===== src/inc/ccs_pkg.sv =====
// constants and types shared by the charge cycle supervisor
package ccs_pkg;
   // register offsets
   localparam logic [7:0] ADDR_BAL_TIMING = 8'h28;
   localparam logic [7:0] ADDR_BAL_THRESH = 8'h29;
   localparam logic [7:0] ADDR_BAL_MODE = 8'h2A;
   // reset values
   localparam logic [7:0] RST_BAL_TIMING = 8'h2A;
   localparam logic [7:0] RST_BAL_THRESH = 8'hF4;
   localparam logic [7:0] RST_BAL_MODE = 8'hC0;
   // field positions
   localparam int BM_MEAS_OFF_BIT = 7;
   localparam int BM_AUTO_BIT = 6;
   localparam int BM_ACTIVE_BIT = 0;
   localparam int BT_START_LSB = 0;
   localparam int BT_PREQ_LSB = 4;
   localparam int TM_OFFSET_LSB = 5;
   // balance thresholds in mV per step
   localparam int DIFF_W = 10;
   localparam logic [9:0] START_STEP_MV = 10'h014;
   localparam logic [9:0] OFFSET_STEP_MV = 10'h028;
   // time base
   localparam int CLK_HZ = 250000000;
   localparam int TICK_S = 1;
   localparam int TICK_CYCLES = CLK_HZ * TICK_S;
   localparam int DIV_W = 28;
   // timer lengths in ticks (seconds)
   localparam int TMR_W = 17;
   localparam int HOUR_S = 3600;
   localparam logic [16:0] PRECHG_TICKS = 17'(2 * HOUR_S);
   localparam logic [16:0] FAST_T0 = 17'(5 * HOUR_S);
   localparam logic [16:0] FAST_T1 = 17'(8 * HOUR_S);
   localparam logic [16:0] FAST_T2 = 17'(12 * HOUR_S);
   localparam logic [16:0] FAST_T3 = 17'(20 * HOUR_S);
   localparam logic [16:0] TOPOFF_T1 = 17'(15 * 60);
   localparam logic [16:0] TOPOFF_T2 = 17'(30 * 60);
   localparam logic [16:0] TOPOFF_T3 = 17'(45 * 60);
   // charge phase codes
   localparam logic [2:0] PH_IDLE = 3'h0;
   localparam logic [2:0] PH_PRE = 3'h2;
   localparam logic [2:0] PH_FAST = 3'h3;
   localparam logic [2:0] PH_TOPOFF = 3'h5;
   localparam logic [2:0] PH_DONE = 3'h6;
   // derating selections
   localparam logic [1:0] VSEL_NORMAL = 2'h0;
   localparam logic [1:0] VSEL_4V00 = 2'h1;
   localparam logic [1:0] VSEL_4V15 = 2'h2;
   localparam logic [1:0] VSEL_SUSPEND = 2'h3;
   localparam logic [1:0] CSEL_100 = 2'h0;
   localparam logic [1:0] CSEL_40 = 2'h1;
   localparam logic [1:0] CSEL_20 = 2'h2;
   localparam logic [1:0] CSEL_SUSPEND = 2'h3;
   localparam logic [6:0] PCT_100 = 7'h64;
   localparam logic [6:0] PCT_40 = 7'h28;
   localparam logic [6:0] PCT_20 = 7'h14;
   localparam logic [6:0] PCT_0 = 7'h00;
   // synchronised pin vector positions
   localparam int NPIN = 12;
   localparam int P_CD = 0;
   localparam int P_RECHG = 1;
   localparam int P_TERMI = 2;
   localparam int P_LOWV = 3;
   localparam int P_IINDPM = 4;
   localparam int P_VINDPM = 5;
   localparam int P_TREG = 6;
   localparam int P_TSOK = 7;
   localparam int P_WARM = 8;
   localparam int P_COOL = 9;
   localparam int P_FAULT = 10;
   localparam int P_SUPP = 11;
   // charge cycle states, gray along idle-pre-fast-topoff-done
   typedef enum logic [2:0] {
      CCS_IDLE = 3'b000,
      CCS_PRE = 3'b001,
      CCS_FAST = 3'b011,
      CCS_TOPOFF = 3'b010,
      CCS_DONE = 3'b110
   } ccs_state_t;
endpackage


===== src/inc/ccs_timer_if.sv =====
// control and status of one charge timer
`timescale 1ns/100ps
interface ccs_timer_if;
   logic clear;
   logic run;
   logic step;
   logic [16:0] limit;
   logic [16:0] count;
   logic expired;
   modport tmr (input clear, input run, input step, input limit, output count, output expired);
   modport ctl (output clear, output run, output step, output limit, input count, input expired);
endinterface


===== src/hw/charge_cycle_supervisor.sv =====
// charge cycle supervisor: termination, top-off, thermal derating, timers, balancing
// Contract
// - end the cycle when above recharge level and current below termination level
// - on termination raise the indicator, report code 110 (101 when top-off is selected) and pulse the interrupt
// - no termination during input current, input voltage or thermal regulation
// - termination enable cleared before termination inhibits termination
// - top-off timer off by default, follows safety timer suspend and half rate
// - top-off running reports 101; on expiry code 110 and interrupt pulse
// - top-off timer cleared by re-enable, termination rise and register reset
// - top-off length sampled at termination; later writes wait for recharge
// - interrupt on top-off entry and expiry; one mask hides charge events
// - start only inside thermistor window; suspend outside it
// - warm range voltage is normal, 4.0 V, 4.15 V or suspend
// - warm range current is 100% or 40% by one bit
// - cool range current is 100%, 40%, 20% or suspend
// - warm or cool range always disables termination
// - safety timer length programmable; expiry sets fault bit and interrupt
// - safety timer half rate during regulation or active balancing
// - half rate enable cleared stops slowdown without touching the count
// - safety timer frozen during charge faults and supplement mode
// - safety timer reset on restart, recharge and pre/fast transitions
// - fixed 2 h pre-charge timer under the same timer rules
// - threshold defaults: measure pause on, prequal 1111 off, start 0100
// - timing defaults: offset 40 mV, 2 min intervals, 1 s settle
// - auto balance enable at mode bit 6, on by default
`timescale 1ns/100ps
module charge_cycle_supervisor #(
   parameter int TICK_CYCLES = ccs_pkg::TICK_CYCLES
) (
   // clock and reset
   input wire logic clk_i,
   input wire logic rst_i,
   // register access
   input wire logic [7:0] reg_addr_i,
   input wire logic [7:0] reg_wdata_i,
   input wire logic reg_wr_i,
   output logic [7:0] reg_rdata_o,
   // control bits from the host
   input wire logic charge_enable_bit_i,
   input wire logic term_enable_i,
   input wire logic timer_enable_i,
   input wire logic half_rate_timer_enable_i,
   input wire logic [1:0] fast_charge_timer_length_i,
   input wire logic [1:0] topoff_select_i,
   input wire logic [1:0] warm_voltage_select_i,
   input wire logic warm_current_select_i,
   input wire logic [1:0] cool_current_select_i,
   input wire logic charge_event_mask_i,
   input wire logic reg_reset_i,
   // pins and analog comparators
   input wire logic charge_disable_pin_i,
   input wire logic bat_above_recharge_i,
   input wire logic current_below_term_i,
   input wire logic bat_below_lowv_i,
   input wire logic input_current_regulating_i,
   input wire logic input_voltage_regulating_i,
   input wire logic thermal_regulating_i,
   input wire logic thermistor_in_range_i,
   input wire logic thermistor_warm_i,
   input wire logic thermistor_cool_i,
   input wire logic charge_fault_i,
   input wire logic supplement_mode_i,
   // cell difference from the measurement path
   input wire logic [9:0] cell_diff_mv_i,
   // status and control outputs
   output logic [2:0] charge_phase_code_o,
   output logic charge_indicator_o,
   output logic interrupt_pulse_o,
   output logic safety_timer_expired_o,
   output logic charging_o,
   output logic [1:0] voltage_select_o,
   output logic [6:0] current_percent_o,
   output logic balance_active_o
);
   // pin synchronisers
   logic [ccs_pkg::NPIN-1:0] pin_raw, pin_m_q, pin_s_q;
   assign pin_raw = {supplement_mode_i, charge_fault_i, thermistor_cool_i, thermistor_warm_i,
      thermistor_in_range_i, thermal_regulating_i, input_voltage_regulating_i,
      input_current_regulating_i, bat_below_lowv_i, current_below_term_i,
      bat_above_recharge_i, charge_disable_pin_i};
   always_ff @(posedge clk_i) begin
      if (rst_i) begin
         pin_m_q <= '0;
         pin_s_q <= '0;
      end else begin
         pin_m_q <= pin_raw;
         pin_s_q <= pin_m_q;
      end
   end
   logic ts_ok, warm, cool, in_reg, freeze;
   assign ts_ok = pin_s_q[ccs_pkg::P_TSOK];
   assign warm = pin_s_q[ccs_pkg::P_WARM];
   assign cool = pin_s_q[ccs_pkg::P_COOL];
   assign in_reg = pin_s_q[ccs_pkg::P_IINDPM] | pin_s_q[ccs_pkg::P_VINDPM] |
      pin_s_q[ccs_pkg::P_TREG];
   // time base: full and half rate tick enables
   logic [ccs_pkg::DIV_W-1:0] div_d, div_q;
   logic half_d, half_q, tick, tick_half;
   always_comb begin
      tick = (div_q == ccs_pkg::DIV_W'(TICK_CYCLES - 1));
      div_d = tick ? '0 : div_q + 1'b1;
      half_d = tick ? !half_q : half_q;
      tick_half = tick && half_q;
   end
   always_ff @(posedge clk_i) begin
      if (rst_i) begin
         div_q <= '0;
         half_q <= 1'b0;
      end else begin
         div_q <= div_d;
         half_q <= half_d;
      end
   end
   // balance registers
   logic [7:0] bal_tim_d, bal_tim_q, bal_thr_d, bal_thr_q, bal_mode_d, bal_mode_q;
   logic [7:0] rdata_d, rdata_q;
   logic bal_act_d, bal_act_q;
   always_comb begin
      bal_tim_d = bal_tim_q;
      bal_thr_d = bal_thr_q;
      bal_mode_d = bal_mode_q;
      if (reg_reset_i) begin
         bal_tim_d = ccs_pkg::RST_BAL_TIMING;
         bal_thr_d = ccs_pkg::RST_BAL_THRESH;
         bal_mode_d = ccs_pkg::RST_BAL_MODE;
      end else if (reg_wr_i) begin
         unique case (reg_addr_i)
            ccs_pkg::ADDR_BAL_TIMING: bal_tim_d = reg_wdata_i;
            ccs_pkg::ADDR_BAL_THRESH: bal_thr_d = reg_wdata_i;
            ccs_pkg::ADDR_BAL_MODE: bal_mode_d = reg_wdata_i & ~8'h01;
            default: bal_mode_d = bal_mode_q;
         endcase
      end
      unique case (reg_addr_i)
         ccs_pkg::ADDR_BAL_TIMING: rdata_d = bal_tim_q;
         ccs_pkg::ADDR_BAL_THRESH: rdata_d = bal_thr_q;
         ccs_pkg::ADDR_BAL_MODE: rdata_d = bal_mode_q | {7'h00, bal_act_q};
         default: rdata_d = 8'h00;
      endcase
   end
   // balance hysteresis on the cell difference
   logic [9:0] start_mv, off_mv, stop_mv;
   always_comb begin
      start_mv = 10'(bal_thr_q[ccs_pkg::BT_START_LSB +: 4] * ccs_pkg::START_STEP_MV);
      off_mv = 10'(bal_tim_q[ccs_pkg::TM_OFFSET_LSB +: 3] * ccs_pkg::OFFSET_STEP_MV);
      stop_mv = (start_mv > off_mv) ? start_mv - off_mv : 10'h000;
      bal_act_d = bal_act_q;
      if (!bal_mode_q[ccs_pkg::BM_AUTO_BIT]) bal_act_d = 1'b0;
      else if (cell_diff_mv_i > start_mv) bal_act_d = 1'b1;
      else if (cell_diff_mv_i < stop_mv) bal_act_d = 1'b0;
   end
   always_ff @(posedge clk_i) begin
      if (rst_i) begin
         bal_tim_q <= ccs_pkg::RST_BAL_TIMING;
         bal_thr_q <= ccs_pkg::RST_BAL_THRESH;
         bal_mode_q <= ccs_pkg::RST_BAL_MODE;
         rdata_q <= 8'h00;
         bal_act_q <= 1'b0;
      end else begin
         bal_tim_q <= bal_tim_d;
         bal_thr_q <= bal_thr_d;
         bal_mode_q <= bal_mode_d;
         rdata_q <= rdata_d;
         bal_act_q <= bal_act_d;
      end
   end
   ccs_timer_if safe_if ();
   ccs_timer_if top_if ();
   ccs_timer u_safe (.clk_i(clk_i), .rst_i(rst_i), .t(safe_if));
   ccs_timer u_top (.clk_i(clk_i), .rst_i(rst_i), .t(top_if));
   // charge cycle
   ccs_pkg::ccs_state_t state_d, state_q;
   logic en, en_q, en_rise, temp_susp, suspend, term_ok, term_evt, safe_evt, slow, step;
   logic fault_d, fault_q, int_d, int_q, ind_d, ind_q;
   logic [1:0] topsel_d, topsel_q, vsel_d, vsel_q;
   logic [2:0] code_d, code_q;
   logic [6:0] pct_d, pct_q;
   always_comb begin
      en = charge_enable_bit_i && !pin_s_q[ccs_pkg::P_CD];
      en_rise = en && !en_q;
      temp_susp = !ts_ok || (warm && warm_voltage_select_i == ccs_pkg::VSEL_SUSPEND) ||
         (cool && cool_current_select_i == ccs_pkg::CSEL_SUSPEND);
      freeze = pin_s_q[ccs_pkg::P_FAULT] || pin_s_q[ccs_pkg::P_SUPP] || temp_susp;
      suspend = freeze || fault_q;
      term_ok = pin_s_q[ccs_pkg::P_RECHG] && pin_s_q[ccs_pkg::P_TERMI] && !in_reg &&
         term_enable_i && !warm && !cool && !suspend;
      state_d = state_q;
      if (!en) begin
         state_d = ccs_pkg::CCS_IDLE;
      end else begin
         unique case (state_q)
            ccs_pkg::CCS_IDLE: begin
               if (ts_ok && !fault_q) state_d = pin_s_q[ccs_pkg::P_LOWV] ? ccs_pkg::CCS_PRE :
                  ccs_pkg::CCS_FAST;
            end
            ccs_pkg::CCS_PRE: if (!pin_s_q[ccs_pkg::P_LOWV]) state_d = ccs_pkg::CCS_FAST;
            ccs_pkg::CCS_FAST: begin
               if (pin_s_q[ccs_pkg::P_LOWV]) begin
                  state_d = ccs_pkg::CCS_PRE;
               end else if (term_ok) begin
                  state_d = (topoff_select_i != 2'h0) ? ccs_pkg::CCS_TOPOFF : ccs_pkg::CCS_DONE;
               end
            end
            ccs_pkg::CCS_TOPOFF: if (top_if.expired) state_d = ccs_pkg::CCS_DONE;
            ccs_pkg::CCS_DONE: begin
               if (!pin_s_q[ccs_pkg::P_RECHG]) state_d = pin_s_q[ccs_pkg::P_LOWV] ?
                  ccs_pkg::CCS_PRE : ccs_pkg::CCS_FAST;
            end
            default: state_d = ccs_pkg::CCS_IDLE;
         endcase
      end
      term_evt = (state_q == ccs_pkg::CCS_FAST) &&
         (state_d == ccs_pkg::CCS_TOPOFF || state_d == ccs_pkg::CCS_DONE);
      topsel_d = topsel_q;
      if (reg_reset_i) topsel_d = 2'h0;
      else if (term_evt) topsel_d = topoff_select_i;
      slow = half_rate_timer_enable_i && (in_reg || bal_act_q);
      step = slow ? tick_half : tick;
      // safety timer: clears on every entry into pre or fast charge
      safe_if.clear = !en || ((state_d == ccs_pkg::CCS_PRE || state_d == ccs_pkg::CCS_FAST) &&
         state_d != state_q);
      safe_if.run = timer_enable_i && !freeze &&
         (state_q == ccs_pkg::CCS_PRE || state_q == ccs_pkg::CCS_FAST);
      safe_if.step = step;
      unique case (fast_charge_timer_length_i)
         2'h0: safe_if.limit = ccs_pkg::FAST_T0;
         2'h1: safe_if.limit = ccs_pkg::FAST_T1;
         2'h2: safe_if.limit = ccs_pkg::FAST_T2;
         2'h3: safe_if.limit = ccs_pkg::FAST_T3;
      endcase
      if (state_q == ccs_pkg::CCS_PRE) safe_if.limit = ccs_pkg::PRECHG_TICKS;
      safe_evt = safe_if.expired && timer_enable_i && !fault_q;
      fault_d = safe_evt || (fault_q && !en_rise);
      top_if.clear = reg_reset_i || en_rise || term_evt;
      top_if.run = (state_q == ccs_pkg::CCS_TOPOFF) && !freeze;
      top_if.step = step;
      unique case (term_evt ? topoff_select_i : topsel_q)
         2'h1: top_if.limit = ccs_pkg::TOPOFF_T1;
         2'h2: top_if.limit = ccs_pkg::TOPOFF_T2;
         2'h3: top_if.limit = ccs_pkg::TOPOFF_T3;
         2'h0: top_if.limit = '0;
      endcase
      unique case (state_d)
         ccs_pkg::CCS_IDLE: code_d = ccs_pkg::PH_IDLE;
         ccs_pkg::CCS_PRE: code_d = ccs_pkg::PH_PRE;
         ccs_pkg::CCS_FAST: code_d = ccs_pkg::PH_FAST;
         ccs_pkg::CCS_TOPOFF: code_d = ccs_pkg::PH_TOPOFF;
         ccs_pkg::CCS_DONE: code_d = ccs_pkg::PH_DONE;
         default: code_d = ccs_pkg::PH_IDLE;
      endcase
      ind_d = !en || state_d == ccs_pkg::CCS_TOPOFF || state_d == ccs_pkg::CCS_DONE;
      int_d = ((code_d != code_q) && !charge_event_mask_i) || safe_evt;
      vsel_d = warm ? warm_voltage_select_i : ccs_pkg::VSEL_NORMAL;
      pct_d = ccs_pkg::PCT_100;
      if (warm && warm_current_select_i) pct_d = ccs_pkg::PCT_40;
      if (cool) begin
         unique case (cool_current_select_i)
            ccs_pkg::CSEL_100: pct_d = ccs_pkg::PCT_100;
            ccs_pkg::CSEL_40: pct_d = ccs_pkg::PCT_40;
            ccs_pkg::CSEL_20: pct_d = ccs_pkg::PCT_20;
            ccs_pkg::CSEL_SUSPEND: pct_d = ccs_pkg::PCT_0;
         endcase
      end
   end
   always_ff @(posedge clk_i) begin
      if (rst_i) begin
         state_q <= ccs_pkg::CCS_IDLE;
         en_q <= 1'b0;
         fault_q <= 1'b0;
         topsel_q <= 2'h0;
         code_q <= ccs_pkg::PH_IDLE;
         ind_q <= 1'b1;
         int_q <= 1'b0;
         vsel_q <= ccs_pkg::VSEL_NORMAL;
         pct_q <= ccs_pkg::PCT_100;
      end else begin
         state_q <= state_d;
         en_q <= en;
         fault_q <= fault_d;
         topsel_q <= topsel_d;
         code_q <= code_d;
         ind_q <= ind_d;
         int_q <= int_d;
         vsel_q <= vsel_d;
         pct_q <= pct_d;
      end
   end
   assign reg_rdata_o = rdata_q;
   assign charge_phase_code_o = code_q;
   assign charge_indicator_o = ind_q;
   assign interrupt_pulse_o = int_q;
   assign safety_timer_expired_o = fault_q;
   assign charging_o = (state_q == ccs_pkg::CCS_PRE || state_q == ccs_pkg::CCS_FAST ||
      state_q == ccs_pkg::CCS_TOPOFF) && !suspend;
   assign voltage_select_o = vsel_q;
   assign current_percent_o = pct_q;
   assign balance_active_o = bal_act_q;
   a_term_done_code: assert property (@(posedge clk_i) disable iff (rst_i)
      state_q == ccs_pkg::CCS_FAST && state_d == ccs_pkg::CCS_DONE |=>
      charge_phase_code_o == ccs_pkg::PH_DONE && charge_indicator_o) else $error("bad term");
   a_no_term_regulating: assert property (@(posedge clk_i) disable iff (rst_i)
      state_q == ccs_pkg::CCS_FAST && in_reg |=> state_q != ccs_pkg::CCS_DONE &&
      state_q != ccs_pkg::CCS_TOPOFF) else $error("term in regulation");
   a_term_inhibit: assert property (@(posedge clk_i) disable iff (rst_i)
      state_q == ccs_pkg::CCS_FAST && !term_enable_i |=> state_q != ccs_pkg::CCS_DONE &&
      state_q != ccs_pkg::CCS_TOPOFF) else $error("term while inhibited");
   a_topoff_expiry: assert property (@(posedge clk_i) disable iff (rst_i)
      state_q == ccs_pkg::CCS_TOPOFF && top_if.expired && en |=>
      charge_phase_code_o == ccs_pkg::PH_DONE) else $error("topoff expiry");
   a_mask_hides_int: assert property (@(posedge clk_i) disable iff (rst_i)
      charge_event_mask_i && !safe_evt |=> !interrupt_pulse_o) else $error("masked int");
   a_no_start_cold: assert property (@(posedge clk_i) disable iff (rst_i)
      state_q == ccs_pkg::CCS_IDLE && !ts_ok |=> state_q == ccs_pkg::CCS_IDLE)
      else $error("start outside window");
   a_warm_current: assert property (@(posedge clk_i) disable iff (rst_i)
      warm && !cool && warm_current_select_i |=> current_percent_o == ccs_pkg::PCT_40)
      else $error("warm derate");
   a_jeita_no_term: assert property (@(posedge clk_i) disable iff (rst_i)
      state_q == ccs_pkg::CCS_FAST && (warm || cool) |=> state_q != ccs_pkg::CCS_DONE)
      else $error("term in warm or cool");
   a_safety_fault: assert property (@(posedge clk_i) disable iff (rst_i)
      safe_evt |=> safety_timer_expired_o && interrupt_pulse_o) else $error("no fault");
   a_phase_reset: assert property (@(posedge clk_i) disable iff (rst_i)
      state_q == ccs_pkg::CCS_PRE && state_d == ccs_pkg::CCS_FAST |=>
      safe_if.count == '0) else $error("timer kept across phase");
   a_balance_exit: assert property (@(posedge clk_i) disable iff (rst_i)
      bal_mode_q[ccs_pkg::BM_AUTO_BIT] && cell_diff_mv_i < stop_mv && cell_diff_mv_i <= start_mv
      |=> !balance_active_o) else $error("balance kept");
   c_topoff_entry: cover property (@(posedge clk_i) disable iff (rst_i)
      state_q == ccs_pkg::CCS_FAST ##1 state_q == ccs_pkg::CCS_TOPOFF);
   c_topoff_done: cover property (@(posedge clk_i) disable iff (rst_i)
      state_q == ccs_pkg::CCS_TOPOFF ##1 state_q == ccs_pkg::CCS_DONE);
   c_safety_expiry: cover property (@(posedge clk_i) disable iff (rst_i) safe_evt);
   c_recharge: cover property (@(posedge clk_i) disable iff (rst_i)
      state_q == ccs_pkg::CCS_DONE ##1 state_q == ccs_pkg::CCS_FAST);
endmodule


===== src/hw/ccs_timer.sv =====
// charge timer with clear, hold and stepped count
`timescale 1ns/100ps
module ccs_timer (
   // clock and reset
   input wire logic clk_i,
   input wire logic rst_i,
   // control
   ccs_timer_if.tmr t
);
   logic [16:0] count_d, count_q;
   logic expired_d, expired_q;

   always_comb begin
      count_d = count_q;
      if (t.clear) begin
         count_d = '0;
      end else if (t.run && t.step && !expired_q) begin
         count_d = count_q + 17'h00001;
      end
      expired_d = !t.clear && (t.limit != '0) && (count_d >= t.limit);
   end

   always_ff @(posedge clk_i) begin
      if (rst_i) begin
         count_q <= '0;
         expired_q <= 1'b0;
      end else begin
         count_q <= count_d;
         expired_q <= expired_d;
      end
   end

   assign t.count = count_q;
   assign t.expired = expired_q;

   a_timer_clear_zero: assert property (@(posedge clk_i) disable iff (rst_i)
      t.clear |=> (count_q == '0) && !expired_q) else $error("timer not cleared");
   a_timer_hold_frozen: assert property (@(posedge clk_i) disable iff (rst_i)
      !t.run && !t.clear |=> $stable(count_q)) else $error("timer moved while held");
endmodule


===== config.mk =====
export PLATFORM = sky130hd
export DESIGN_NAME = charge_cycle_supervisor
export DESIGN_NICKNAME = d
export VERILOG_FILES = /design/src/inc/ccs_pkg.sv /design/src/inc/ccs_timer_if.sv /design/src/hw/charge_cycle_supervisor.sv /design/src/hw/ccs_timer.sv
export SDC_FILE = /design/constraint.sdc
export NUM_CORES = 1
export LEC_CHECK = 0
export ABC_AREA = 1
export BUFFER_PORTS_ARGS = -buffer_cell sky130_fd_sc_hd__buf_2
export CAP_MARGIN = 20
export CORE_ASPECT_RATIO = 0.9
export CORE_MARGIN = 3
export CORE_UTILIZATION = 45
export DETAILED_ROUTE_END_ITERATION = 16
export GPL_TIMING_DRIVEN = 0
export HOLD_SLACK_MARGIN = 0.02
export SYNTH_ARGS = -nofsm -noshare
export SYNTH_HDL_FRONTEND = slang
export SYNTH_SLANG_ARGS = --single-unit

===== constraint.sdc =====
create_clock -name clk_i -period 4.05 [get_ports clk_i]
set_clock_uncertainty 0.2 [all_clocks]
set_input_delay 0.405 -clock clk_i [delete_from_list [all_inputs] [get_ports clk_i]]
set_output_delay 0.405 -clock clk_i [all_outputs]
set_load 0.01 [all_outputs]

# Word-level counts from Yosys, hierarchy flattened
# Cells that the tools add are included.
classes:
  add_sub_neg: 4
  n_bitwise: 5
  n_reduce_logical: 81
  n_lt_le_gt_ge: 5
  mul: 2
  eq_ne: 24
  n_mux: 27
op_table:
  columns: ["operator", "n"]
  rows:
  - ["17-bit one-hot mux with 4 select lines", 2]
  - ["17-bit two-way mux", 5]
  - ["17-bit by 1-bit adder with 17-bit output (second input constant)", 2]
  - ["17-bit >= comparator", 2]
  - ["17-bit nonzero test", 2]
  - ["1-bit logical AND", 32]
  - ["28-bit by 1-bit adder with 28-bit output (second input constant)", 1]
  - ["28-bit equality test (second input constant)", 1]
  - ["7-bit one-hot mux with 4 select lines", 1]
  - ["8-bit by 6-bit equality test with 1-bit output (second input constant)", 3]
  - ["3-bit two-way mux", 8]
  - ["8-bit one-hot mux with 3 select lines", 1]
  - ["1-bit logical NOT", 17]
  - ["1-bit logical OR", 17]
  - ["3-bit one-hot mux with 5 select lines", 1]
  - ["2-bit equality test (second input constant)", 7]
  - ["7-bit two-way mux", 2]
  - ["3-bit by 2-bit equality test with 1-bit output (second input constant)", 4]
  - ["3-bit one-hot mux with 4 select lines", 1]
  - ["10-bit by 9-bit greater-than comparator with 1-bit output", 1]
  - ["10-bit less-than comparator", 1]
  - ["10-bit two-way mux", 1]
  - ["9-bit by 9-bit subtractor with 10-bit output", 1]
  - ["9-bit greater-than comparator", 1]
  - ["16 further kinds", 34]
word_totals:
  in_bits: 56
  out_inout_bits: 25
  regBits: 142
  elab_cells: 170

# Longest topological paths before layout
logic_depth:
  ltp_word: 21
  mapped_depth: 25
  mapped_depth_nobuf: 25

# By module
# A second synthesis with hierarchy kept.
hier_totals:
  hier_cells: 1189
  hier_area_um2: 8351.8
by_module_without_submodules:
  columns: ["mod", "cells_each", "seq_area_each_um2", "area_each_um2", "instances"]
  rows:
  - ["charge_cycle_supervisor", 726, 2082.0, 5313.8, 1]
  - ["ccs_timer (u_safe)", 233, 360.3, 1524.0, 1]
  - ["ccs_timer (u_top)", 230, 360.3, 1514.0, 1]

# Worst setup path after synthesis
# No wires, ideal clock.
synth_timing:
  path_kind: "register -> register"
  from: "register bal_thr_q[3]"
  to: "register bal_act_q, in the netlist balance_active_o"
  required_ps: 3724
  period_less_slack_ps: 3696
  setup_slack_ps: 354
  path_buffers: 1
  setup_ps: 126
  arrival_time_ps: 3370
  stages_incl_launch_ff: 22
  path_cell_list: "dfxtp_1 -> ha_1 -> ha_1 -> fa_1 -> xnor2_1 -> inv_1 -> ha_1 -> inv_1 -> nor3_1 -> nand2_1 -> o211ai_1 -> and2_1 -> clkbuf_1 -> a21boi_0 -> o21ai_0 -> ha_1 -> nand2_1 -> nor2_1 -> a211oi_1 -> nand2_1 -> nand2_1 -> a21oi_1"
synth_between:
  elab_chain_len: 5
  elab_cells_between_ends: 8
  classes_between: "add/sub (1); mul (1); order compare (3); mux (2); reduce/logical (1)"
synth_lines:
  columns: ["element", "line_no", "rtl"]
  rows:
  - ["start, declared", "charge_cycle_supervisor.sv:115", "logic [7:0] bal_tim_d, bal_tim_q, bal_thr_d, bal_thr_q, bal_mode_d, bal_mode_q;"]
  - ["start signal, assigned", "charge_cycle_supervisor.sv:155", "bal_thr_q <= ccs_pkg::RST_BAL_THRESH;"]
  - ["start signal, assigned", "charge_cycle_supervisor.sv:161", "bal_thr_q <= bal_thr_d;"]
  - ["4-bit by 3-bit multiplier with 7-bit output *", "charge_cycle_supervisor.sv:144", "start_mv = 10'(bal_thr_q[ccs_pkg::BT_START_LSB +: 4] * ccs_pkg::START_STEP_MV);"]
  - ["9-bit by 9-bit subtractor with 10-bit output or 9-bit greater-than comparator (tied branches)", "charge_cycle_supervisor.sv:146", "stop_mv = (start_mv > off_mv) ? start_mv - off_mv : 10'h000;"]
  - ["10-bit two-way mux", "charge_cycle_supervisor.sv:146", null]
  - ["10-bit less-than comparator", "charge_cycle_supervisor.sv:150", "else if (cell_diff_mv_i < stop_mv) bal_act_d = 1'b0;"]
  - ["2-bit nonzero test (no line)", null, null]
  - ["end signal, assigned", "charge_cycle_supervisor.sv:164", "bal_act_q <= bal_act_d;"]
  - ["end, declared", "charge_cycle_supervisor.sv:117", "logic bal_act_d, bal_act_q;"]
# Mark *: on every way between the ends. The rest lies on a longest branch, timed or not.
# A chain may end at the register's enable or synchronous reset.

# Final worst setup path
layout_timing:
  from: "register bal_thr_q[1]"
  to: "register bal_act_q, in the netlist balance_active_o"
# The elaborated chain is that of the path after synthesis.

==> run summary <==
DP Worst Slack = -249 ps
max_cap viols = 0
# IOs = 81
CP required = 4160 ps
clock sinks = 140
first-pass GRT wire length = 32800 microns
Worst-Margin Slew = 668 ps
post-route ant nets = 0
CTS clk-pin slew, worst paths = 70 ps
WHS Path Cells = 4
Final #Nets = 1419
Worst-Skew Late Latency = 430 ps
initial antenna violation count = 0
Synth async-reset ratio = 0%
Post-synth EDFFs = 0
total die area = 19900 sq um
layout cells sized above 1 = 16.2%
drt drc = 0
site row count = 46
core area = 17800 sq um
critical path class = flip-flop to flip-flop
TNS Setup = 0 ps
Final WS setup = 213 ps
VDD IR-drop max = 0.292 mV
Most common cell on crit path = ha_1
Final Instance Area = 9880 sq um
fin util = 55.6%
Pre-antenna DRT Iters = 4
Crit Path Max Fanout = 6
gate count after technology mapping = 1176
#FFs+latches synth = 140
Via density = 4.82
Cell Chain, Critical Path = ha_1 -> ha_1 -> fa_2 -> xnor2_2 -> inv_1 -> ha_1 -> inv_1 -> nor3_4 -> nand2_1 -> o211ai_1 -> and2_4 -> buf_4 -> nand3b_1 -> ha_1 -> a21oi_2 -> nor2_1 -> a211oi_2 -> nand2_1 -> nand2_1 -> a21oi_1
CTS tree = done
max-slew violation count = 0
Worst Setup End Kind = flip-flop
Final Hold Viols = 0
commonest non-fill, non-tap cell in the layout = nand2_1
post-DR wirelength/cell = 12.8 microns
leakage = 4.40 nW
CTS Buf Count = 17
Seq/Total Area, Yosys = 34.1%
ys flop type = dfxtp_1
number of global-route vias before repair = 6746
Tightest Hold Check Type = input pin to flip-flop
CP max-delay cell = fa_2
# diodes = 0
fmax = 0.261 GHz
pin count of the biggest net entering global routing = 17
syn_area_per_cell = 6.99 sq um
H-tree depth = 4
setup violators final = 0
status = completed
drt total wl = 19900 microns
Distinct cells, synth = 57
post-synthesis cell area = 8220 sq um
clock root buffer = clkbuf_16
Period minus WS final = 3840 ps
power per standard cell area = 320 nW/um^2
# port buffers = 78
synth-to-layout area growth = 20.3%
post-DP HPWL = 15200 microns
Tot GR Track Use = 20.4%
vias = 7491
CTS max path bufs = 2
final period utilization = 94.7%
Critical Path AT = 3940 ps
GPL Wtd Cong = 0.866
most frequent cells in the layout = 222 x nand2_1, 198 x inv_1, 172 x nor2_1, 135 x dfxtp_1, 83 x buf_2
Post-DP Area = 8910 sq um
Die H = 134 microns
number of warnings issued by yosys = 0
Iter 0 DRT Violations = 366
initial core utilization = 46.2%
R2R depth = 20
Crit path largest cell delay = 370 ps
Slew Limit Headroom = 55.3%
GRT Residual Overflow = 0
type of origin of the critical path = flip-flop
die width = 148 microns
-- critical path: cells and delay by family (launching register included) --
kind | cells | cell delay [ps]
fa+ha+maj | 5 | 1490
simple gates | 7 | 760
compound gates | 4 | 510
flops | 1 | 320
buf+inv | 3 | 260
xor+xnor | 1 | 190
-- metal layers --
layer | wire length (microns) | global-route usage, % | vias to the layer above
met5 | 0 | 0 | -
met1 | 10100 | 29.3 | 3350
li1 | - | - | 4004
met2 | 8790 | 31.1 | 118
met3 | 749 | 4.36 | 19
met4 | 256 | 5.54 | 0
-- cells by family after synthesis --
logic type	Yosys count	share of synthesized area, %
AO/OA/AOI/OAI	137	9.89
flip-flops	140	34.1
XOR/XNOR	33	3.52
AND/OR/NAND/NOR	574	32.2
other	1	0.0456
buffers and inverters	230	10.8
adder cells (fa/ha/maj)	61	9.47
-- layout make-up --
class,instances,area (sq um)
inverters,211,795
flip-flops and latches,140,2810
plain buffers,18,88.8
clock buffers,17,425
multi-input cells,807,4660
fillers,1743,7900
repair buffers,107,653
well taps,240,300
clock inverters,15,153
-- per-stage QoR --
| step | hold slack [ps] | instances | power [mW] |
|---|---|---|---|
| finish | 36.6 | 1555 | 3.16 |
| global route | 38.4 | 1555 | 3.29 |
| CTS | 25.9 | 1544 | 3.19 |
| detailed placement | 193 | 1495 | 1.63 |
| global placement | 193 | 1495 | 1.63 |
| floorplan | 188 | 1177 | 1.56 |
-- registers in the layout (all words and copies together), names as in the netlist --
register                cells
interrupt_pulse_o           1
bal_mode_q                  7
charge_phase_code_o         3
pin_s_q                    12
state_q                     3
safety_timer_expired_o      1
u_top.t.expired             1
div_q                      28
current_percent_o           5
bal_thr_q                   8
bal_tim_q                   8
u_top.t.count              17
half_q                      1
en_q                        1
u_safe.t.expired            1
reg_rdata_o                 8
pin_m_q                    12
charge_indicator_o          1
u_safe.t.count             17
topsel_q                    2
voltage_select_o            2
balance_active_o            1
-- final timing paths --
check / start / endpoint / slack (ps)
worst min register to register: pin_m_q[2] / pin_s_q[2] / 200
worst max-delay path: bal_thr_q[1] / balance_active_o / 210
worst min-delay path: charge_event_mask_i / interrupt_pulse_o / 40
worst max register to register: bal_thr_q[1] / balance_active_o / 210
-- cells in the mapped netlist (all sizes together), types with 13 or more instances --
library cell,count,area share [%]
a21oi,56,3.5
buf,13,0.82
dfxtp,140,34
ha,59,9.0
inv,209,9.6
nand2,232,11
nand3,53,3.5
nand4,31,2.6
nor2,190,9.6
nor3,40,3.0
o21ai,43,2.7
xor2,23,2.5
-- report_power, final --
part / switching [mW] / internal (mW) / leakage, nW / total (mW)
clock: 0.672 / 0.868 / 0.277 / 1.54
sequential: 0.0119 / 1.40 / 1.14 / 1.41
combinational: 0.130 / 0.0854 / 2.98 / 0.216
-- what timing repair did --
action                                  4_1_cts  5_1_grt
pin swaps                                     0       13
endpoints found under the setup margin        2        2
setup buffers                                 0       11
resized for setup                             3       30
hold endpoints to repair                     18        0
hold buffers                                 18        0
Power figures use the tool's default switching activity.
